## config.mk

```make
export PLATFORM = sky130hd
export DESIGN_NAME = lfo_level_and_tracking_gen
export DESIGN_NICKNAME = d
export VERILOG_FILES = /design/src/lfo_pkg.sv /design/src/lfo_level_and_tracking_gen.sv
export SDC_FILE = /design/constraint.sdc
export NUM_CORES = 1
export LEC_CHECK = 0
export ABC_AREA = 1
export CORE_ASPECT_RATIO = 1.25
export CORE_MARGIN = 3
export CORE_UTILIZATION = 35
export CTS_CLUSTER_SIZE = 25
export DETAILED_ROUTE_END_ITERATION = 8
export DONT_BUFFER_PORTS = 1
export PLACE_DENSITY = 0.57
export REMOVE_ABC_BUFFERS = 1
export SLEW_MARGIN = 10
export SYNTH_ARGS = -nofsm -noshare
export SYNTH_HDL_FRONTEND = slang
export SYNTH_SLANG_ARGS = --single-unit
```

## constraint.sdc

```tcl
create_clock -name ref_clk -period 18.7 [get_ports ref_clk]
set_input_delay 3.74 -clock ref_clk [delete_from_list [all_inputs] [get_ports ref_clk]]
set_output_delay 3.74 -clock ref_clk [all_outputs]
set_load 0.1 [all_outputs]
```

## src/lfo_pkg.sv

```systemverilog
package lfo_pkg;

    localparam int VAL_W = 8;
    localparam int NUM_POINTS = 11;
    localparam int SRC_W = 5;
    localparam int NUM_SRC = 21;

    localparam logic [7:0] PARAM_MAX = 8'h63;
    localparam logic [7:0] POINT_MAX = 8'h64;
    localparam logic [7:0] LEVEL_RST = 8'h00;
    localparam logic [7:0] DELAY_RST = 8'h00;

    // Fade-in: the delay value scales how many clock cycles pass per fade step.
    localparam int FADE_UNIT_US = 100;
    localparam int CLK_MHZ = 40;
    localparam int FADE_UNIT_CYC = FADE_UNIT_US * CLK_MHZ;
    localparam int FADE_CNT_W = 20;
    localparam logic [7:0] FADE_FULL = 8'hff;

    typedef enum logic [1:0] {
        LFO_TRIG_MONO     = 2'b00,
        LFO_TRIG_POLY     = 2'b01,
        LFO_TRIG_KEY_MONO = 2'b10,
        LFO_TRIG_KEY_POLY = 2'b11
    } lfo_trig_t;

    typedef enum logic [1:0] {
        LFO_ST_IDLE  = 2'b00,
        LFO_ST_WAIT  = 2'b01,
        LFO_ST_FADE  = 2'b10,
        LFO_ST_FULL  = 2'b11
    } lfo_state_t;

    typedef struct packed {
        logic [7:0]        level;
        logic signed [7:0] wheel_depth;
        logic signed [7:0] touch_depth;
        logic [7:0]        amp_depth;
        logic [7:0]        delay;
        lfo_trig_t         trigger;
        logic              matrix_routed;
    } lfo_cfg_t;

    typedef struct packed {
        logic [7:0] wheel;
        logic [7:0] touch;
    } lfo_ctl_t;

endpackage

```

## src/lfo_level_and_tracking_gen.sv

```systemverilog
// Summary of operation
// - LFO waits after note start, then fades in; delay 01-99 slows the fade, delay 00 starts at full with no wait.
// - Trigger selects mono, poly, keyed mono or keyed poly.
// - Mono modes share one phase; poly modes give each voice its own phase and rate.
// - Keyed modes restart the LFO cycle at every new note.
// - Amplitude LFO acts only with nonzero depth or when routed in the matrix.
// - Output level starts from a base level 00-99.
// - Signed wheel depth -99..99 scales wheel into the level.
// - Signed aftertouch depth -99..99 scales aftertouch into the level.
// - Summed level is clamped so it never drops below zero.
// - Curve generator takes one selectable modulation source.
// - Eleven breakpoints 0-10, each programmable from 0 to 100.
// - Matrix gets a normal curve output and a stepped curve output.
// - Normal output ramps linearly between adjacent breakpoints.
// - Stepped output holds a breakpoint value until the next breakpoint is reached.
`timescale 1ns/1ps
`default_nettype none
module lfo_level_and_tracking_gen
    import lfo_pkg::*;
#(
    parameter int VOICES = 4
)(
    input  wire logic                           ref_clk,
    input  wire logic                           rst_n,
    input  wire lfo_pkg::lfo_cfg_t              cfg,
    input  wire lfo_pkg::lfo_ctl_t              ctl,
    input  wire logic [VOICES-1:0]              note_on,
    input  wire logic [VOICES-1:0]              gate,
    input  wire logic [7:0]                     rate [VOICES],
    input  wire logic [7:0]                     mod_src [lfo_pkg::NUM_SRC],
    input  wire logic [lfo_pkg::SRC_W-1:0]      track_sel,
    input  wire logic [7:0]                     point_val [lfo_pkg::NUM_POINTS],
    output logic [7:0]                          amplitude_osc_depth,
    output logic [7:0]                          lfo_level,
    output logic [VOICES-1:0][15:0]             lfo_phase,
    output logic [VOICES-1:0][7:0]              lfo_fade,
    output logic [VOICES-1:0]                   lfo_active,
    output logic [7:0]                          curve_map_source,
    output logic [7:0]                          stepped_curve_source
);
    import lfo_pkg::*;

    // Per-voice state sits in arrays; the limit keeps the voice loop to a practical size.
    // One voice is enough for the logic, though the bound checker watches the first two.
    if (VOICES < 1 || VOICES > 32)
    begin : g_voices_check
        $error("VOICES out of range");
    end

    // The fade counter must hold the longest wait, taken at the top delay setting.
    if (((int'(PARAM_MAX) + 1) * FADE_UNIT_CYC) / 64 >= (1 << FADE_CNT_W))
    begin : g_fade_cnt_check
        $error("fade counter too narrow");
    end

    // The raw reset may rise at any point in a cycle; two stages release the rest cleanly.
    logic rst_meta;
    logic rst_sync_n;

    always_ff @(posedge ref_clk or negedge rst_n)
    begin
        if (!rst_n)
        begin
            rst_meta   <= 1'b0;
            rst_sync_n <= 1'b0;
        end
        else
        begin
            rst_meta   <= 1'b1;
            rst_sync_n <= rst_meta;
        end
    end

    function automatic logic [7:0] clip99(input logic [7:0] v);
        clip99 = (v > PARAM_MAX) ? PARAM_MAX : v;
    endfunction

    // A larger delay stretches both the wait and each fade step, so it fades in more slowly.
    function automatic logic [FADE_CNT_W-1:0] fade_step_len(input logic [7:0] d);
        logic [FADE_CNT_W-1:0] t;
        t = FADE_CNT_W'(clip99(d)) + FADE_CNT_W'(1);
        fade_step_len = (t * FADE_CNT_W'(FADE_UNIT_CYC)) / FADE_CNT_W'(64);
    endfunction

    // Accumulators wrap freely at sixteen bits; only the increment differs from voice to voice.
    function automatic logic [15:0] phase_step(input logic [15:0] p, input logic [7:0] r);
        phase_step = p + {8'h00, r};
    endfunction

    // Signed depth times a 0..127 controller, scaled back to -99..99 range.
    function automatic logic signed [10:0] scale_ctl(input logic signed [7:0] d, input logic [7:0] c);
        logic signed [7:0]  dc;
        logic signed [16:0] p;
        dc = (d > 8'sh63) ? 8'sh63 : ((d < -8'sh63) ? -8'sh63 : d);
        p = 17'(dc) * 17'($signed({1'b0, c[6:0]}));
        scale_ctl = 11'(p >>> 7);
    endfunction

    // Level path.
    logic signed [10:0] lvl_sum;
    logic [7:0]         next_lfo_level;
    logic [7:0]         next_amp_depth;

    always_comb
    begin
        lvl_sum = $signed({3'b000, clip99(cfg.level)})
                + scale_ctl(cfg.wheel_depth, ctl.wheel)
                + scale_ctl(cfg.touch_depth, ctl.touch);
        if (lvl_sum < 0)
            next_lfo_level = 8'h00;
        // An eight-bit output cannot carry a sum above 255, so it saturates instead of wrapping.
        else if (lvl_sum > 11'sd255)
            next_lfo_level = 8'hff;
        else
            next_lfo_level = lvl_sum[7:0];
        // The depth to the amplitude stage is zero unless the depth is nonzero or the LFO is routed in the matrix.
        if (cfg.amp_depth != 8'h00 || cfg.matrix_routed)
            next_amp_depth = clip99(cfg.amp_depth);
        else
            next_amp_depth = 8'h00;
    end

    always_ff @(posedge ref_clk or negedge rst_sync_n)
    begin
        if (!rst_sync_n)
        begin
            lfo_level           <= LEVEL_RST;
            amplitude_osc_depth <= 8'h00;
        end
        else
        begin
            lfo_level           <= next_lfo_level;
            amplitude_osc_depth <= next_amp_depth;
        end
    end

    // Per-voice phase, delay and fade.
    lfo_state_t                    st [VOICES];
    lfo_state_t                    next_st [VOICES];
    logic [FADE_CNT_W-1:0]         cnt [VOICES];
    logic [FADE_CNT_W-1:0]         next_cnt [VOICES];
    logic [VOICES-1:0][15:0]       next_phase;
    logic [VOICES-1:0][7:0]        next_fade;
    logic [VOICES-1:0]             next_active;
    logic [15:0]                   shared_phase;
    logic [15:0]                   next_shared;
    logic                          is_mono;
    logic                          is_keyed;
    logic [FADE_CNT_W-1:0]         step_len;

    always_comb
    begin
        is_mono  = (cfg.trigger == LFO_TRIG_MONO) || (cfg.trigger == LFO_TRIG_KEY_MONO);
        is_keyed = (cfg.trigger == LFO_TRIG_KEY_MONO) || (cfg.trigger == LFO_TRIG_KEY_POLY);
        step_len = fade_step_len(cfg.delay);
        // Mono modes run one shared accumulator at the first voice's rate.
        next_shared = phase_step(shared_phase, rate[0]);
        if (is_keyed && (|note_on))
            next_shared = 16'h0000;
        for (int v = 0; v < VOICES; v++)
        begin
            next_st[v]     = st[v];
            next_cnt[v]    = cnt[v];
            next_fade[v]   = lfo_fade[v];
            next_active[v] = lfo_active[v];
            if (is_mono)
                next_phase[v] = next_shared;
            else if (is_keyed && note_on[v])
                next_phase[v] = 16'h0000;
            else
                next_phase[v] = phase_step(lfo_phase[v], rate[v]);
            // A note start wins over a released gate in the same cycle, so a retrigger is never lost.
            if (note_on[v])
            begin
                next_st[v]     = (cfg.delay == DELAY_RST) ? LFO_ST_FULL : LFO_ST_WAIT;
                next_cnt[v]    = '0;
                next_fade[v]   = (cfg.delay == DELAY_RST) ? FADE_FULL : 8'h00;
                next_active[v] = 1'b1;
            end
            else if (!gate[v])
            begin
                next_st[v]     = LFO_ST_IDLE;
                next_active[v] = 1'b0;
            end
            else
            begin
                unique case (st[v])
                    LFO_ST_IDLE: ;
                    LFO_ST_WAIT:
                    begin
                        if (cnt[v] >= step_len)
                        begin
                            next_st[v]  = LFO_ST_FADE;
                            next_cnt[v] = '0;
                        end
                        else
                            next_cnt[v] = cnt[v] + 20'h1;
                    end
                    // The fade climbs one count per step until it reaches full scale, then holds.
                    LFO_ST_FADE:
                    begin
                        if (cnt[v] >= (step_len >> 6))
                        begin
                            next_cnt[v]  = '0;
                            next_fade[v] = lfo_fade[v] + 8'h01;
                            if (lfo_fade[v] == 8'hfe)
                                next_st[v] = LFO_ST_FULL;
                        end
                        else
                            next_cnt[v] = cnt[v] + 20'h1;
                    end
                    LFO_ST_FULL:
                        next_fade[v] = FADE_FULL;
                endcase
            end
        end
    end

    always_ff @(posedge ref_clk or negedge rst_sync_n)
    begin
        if (!rst_sync_n)
        begin
            shared_phase <= 16'h0000;
            lfo_phase    <= '0;
            lfo_fade     <= '0;
            lfo_active   <= '0;
            for (int v = 0; v < VOICES; v++)
            begin
                st[v]  <= LFO_ST_IDLE;
                cnt[v] <= '0;
            end
        end
        else
        begin
            shared_phase <= next_shared;
            lfo_phase    <= next_phase;
            lfo_fade     <= next_fade;
            lfo_active   <= next_active;
            for (int v = 0; v < VOICES; v++)
            begin
                st[v]  <= next_st[v];
                cnt[v] <= next_cnt[v];
            end
        end
    end

    // Curve generator. Input 0..255 maps to breakpoints every 25.5 counts;
    // scaling by 10/255 keeps 0 on point 0 and 255 exactly on point 10.
    logic [7:0]  trk_in;
    logic [11:0] scaled;
    logic [3:0]  seg;
    logic [7:0]  frac;
    logic [7:0]  pa;
    logic [7:0]  pb;
    logic [7:0]  next_curve;
    logic [7:0]  next_step;

    function automatic logic [7:0] clip100(input logic [7:0] v);
        clip100 = (v > POINT_MAX) ? POINT_MAX : v;
    endfunction

    // The fraction counts 256ths and the shift floors, so the result stays between the two points.
    function automatic logic [7:0] lerp(input logic [7:0] p0, input logic [7:0] p1, input logic [7:0] f);
        logic signed [17:0] d;
        logic signed [17:0] r;
        d = $signed({10'h000, p1}) - $signed({10'h000, p0});
        r = $signed({10'h000, p0}) + ((d * $signed({10'h000, f})) >>> 8);
        lerp = r[7:0];
    endfunction

    always_comb
    begin
        trk_in = (track_sel < SRC_W'(NUM_SRC)) ? mod_src[track_sel] : 8'h00;
        scaled = 12'(({8'h00, trk_in} * 16'd160) / 16'd255);
        seg    = scaled[7:4];
        frac   = {scaled[3:0], 4'h0};
        if (seg >= 4'd10)
        begin
            seg  = 4'd10;
            frac = 8'h00;
        end
        pa = clip100(point_val[seg]);
        pb = (seg == 4'd10) ? pa : clip100(point_val[seg + 4'd1]);
        next_curve = lerp(pa, pb, frac);
        // The stepped output shows the point at or below the input and never looks ahead.
        next_step  = pa;
    end

    always_ff @(posedge ref_clk or negedge rst_sync_n)
    begin
        if (!rst_sync_n)
        begin
            curve_map_source     <= 8'h00;
            stepped_curve_source <= 8'h00;
        end
        else
        begin
            curve_map_source     <= next_curve;
            stepped_curve_source <= next_step;
        end
    end

endmodule
`default_nettype wire

```

==> run_results.csv <==
group,metric,value,unit
outcome,status,"complete, no violations",
sta,worst_slew_pin_slew,1.335,ns
setup_path,cpPeakStageDelay,0.65,ns
synth,synth_area_per_cell,7.298,sq um
sta,fin_skew,0.01568,ns
drt,vias,24900,
sta,clock.fmax,57.75,MHz
setup_path,critPathRequiredTime,19.15,ns
placement,port_buffers,0,
clock_network,cts_hold_buf,0,
clock_network,cts-root-buf,"clkbuf_16",
synth,ys_top_cells_by_count,"668 x inv_1, 599 x nand2_1, 482 x nor2_1",
clock_network,cts_setup_buffers,0,
drt,routed_wl,84780,microns
sta,period_share,92.61,%
sta,fin_ws,1.383,ns
setup_path,crit_top_cell,"nand2_1",
synth,synthArstFlopShare,100.0,%
synth,post-synth-top-area-fraction,21.49,%
synth,netlist_instances,3798,
drt,ant_nets,0,
clock_network,clock_latency,0.58,ns
global_route,grt.overflow.total,0,
setup_path,crit_path_start_kind,"primary input",
placement,dp.cells,4806,
sta,setup_viol,0,
placement,dp_slack,0.8274,ns
sta,rsz0062_at_grt,"false",
layout,area_growth,8.188,%
placement,place_hpwl,68870,microns
drt,drc,0,
setup_path,slowest_stage,"clkinv_1",
synth,synth.most_common_cell,"inv_1",
synth,synth_seq_cells,238,
synth,ys_types,70,
setup_path,critical_path_arrival,17.76,ns
clock_network,cts-resized-gates,0,
floorplan,start_util,35.59,%
synth,syn_area,27720,sq um
global_route,grt_pass1_vias,24880,
floorplan,fp.dieW,257.7,microns
setup_path,path_max_fanout,67,
layout,layoutNonFillerInstCount,4868,
sta,slew_headroom,10.59,%
sta,fin_setup_tns,0,ns
clock_network,cts_buffer_depth,3,
floorplan,die_area,82630,sq um
synth,yosysTopAreaCell,"dfrtp_1",
sta,hold_violations,0,
clock_network,clock_sinks,238,
synth,netlist_top_cells_area,"dfrtp_1 21%, ha_1 15%, fa_1 11%, inv_1 9.0%, nand2_1 8.1%",
global_route,grt_pass1_wl,135100,microns
clock_network,clk_pin_slew_worst_paths,0.07,ns
synth,synth_edf_count,0,
synth,ys_seq_area_share,21.49,%
drt,avgRoutedWirePerCell,17.42,microns
layout,fin_nets,4628,
floorplan,fp-row-count,114,
layout,stdcell_area,29990,sq um
setup_path,end_kind,"flop",
layout,drive_gt1_share,4.222,%
clock_network,cts_made_buffers,29,
floorplan,core_area,77880,sq um
setup_path,critPathKind,"in2reg",
placement,routabilityCongestion,0.9743,
clock_network,cts_max_level,1,
synth,synth_flop_cell,"dfrtp_1",
drt,first_pass_iters,5,
clock_network,tritoncts,"yes",
global_route,grt_use_total,20.27,%
global_route,antenna_found_initial,12,
sta,final-max-slew-violation-count,0,
drt,drt_iter0_drc,1529,
sta,period_minus_slack,17.32,ns
placement,dpl_cell_area,28880,sq um
drt,viasPerCell,5.115,
global_route,grt_max_degree,75,
worst_hold_path,hold_class,"reg2reg",
floorplan,io_pins,494,
floorplan,die_h,320.6,microns
job,drv_cap,0,
synth,yosysWarnings,0,
-- cell families after synthesis --
logic type               count (synthesis)  synth area share, %
AND/OR/NAND/NOR                       1500                23.24
buffers and inverters                  773                10.93
AO/OA/AOI/OAI                          678                14.73
adder cells (fa/ha/maj)                473                25.33
flip-flops                             238                21.49
XOR/XNOR                               132                4.171
other                                    2              0.02709
multiplexers                             2              0.07223
-- layer usage --
| metal | wire length (microns) | track usage [%] |
|---|---|---|
| met1 | 33060 | 23.03 |
| met2 | 41930 | 36.29 |
| met3 | 5646 | 4.383 |
| met4 | 4134 | 9.212 |
| met5 | 13 | 0 |
-- through the flow --
| stage | hold WS [ns] | util, % |
|---|---|---|
| floorplan | 0.3312 | - |
| global placement | 0.3356 | 37.08 |
| detailed placement | 0.3402 | 37.08 |
| CTS | 0.3593 | 38.47 |
| global route | 0.3696 | 38.50 |
| finish | 0.3583 | 38.50 |
-- critical path: cells and delay by family --
family                     cells  cell delay, ns
AOI/OAI and AO/OA              9            1.47
buffers and inverters         11            1.87
and+or+nand+nor               39            5.09
adders and majority gates     14            4.52
xor gates and xnor gates       5            0.95
-- placed cells by master (no fill, tap or decap), types with 84 or more instances in the layout --
cell type and count:
nor2_1 482, dfrtp_1 237, a21oi_1 192, xor2_1 84
nand2_1 599, inv_1 668, o21ai_0 186, nand3_1 242
fa_1 147, ha_1 326
-- sequential cells by signal, summed over array words and instances (netlist names) --
name                  cells
lfo_active                4
stepped_curve_source      8
st                        8
amplitude_osc_depth       8
lfo_level                 8
lfo_fade                 32
curve_map_source          8
shared_phase             16
cnt                      80
rst_sync_n                1
rst_meta                  1
lfo_phase                64
-- final timing paths --
kind | startpoint | endpoint | slack [ns] | cells after the start
max in group asynchronous | rst_n | rst_sync_n | 15.78 | 0
min in group asynchronous | rst_sync_n | lfo_level[4] | 0.39 | 0
worst min register to register | rst_meta | rst_sync_n | 0.36 | 0
worst max-delay path | track_sel[0] | curve_map_source[7] | 1.38 | 78
worst max register to register | lfo_phase[18] | lfo_phase[31] | 14.87 | 22
worst min-delay path | rst_meta | rst_sync_n | 0.36 | 0
-- layout make-up --
type	count	area, sq um
tap	1044	1306
fill	8276	47890
antenna	11	27.53
timing repair buffer	28	210.2
multi-input combinational	2804	18800
inverter	692	2600
sequential	238	5959
clock inverter	17	306.5
clock buffer	34	774.5
Power is not shown: default switching activity piles up to over one toggle a cycle in this logic, so the estimate is an artifact.
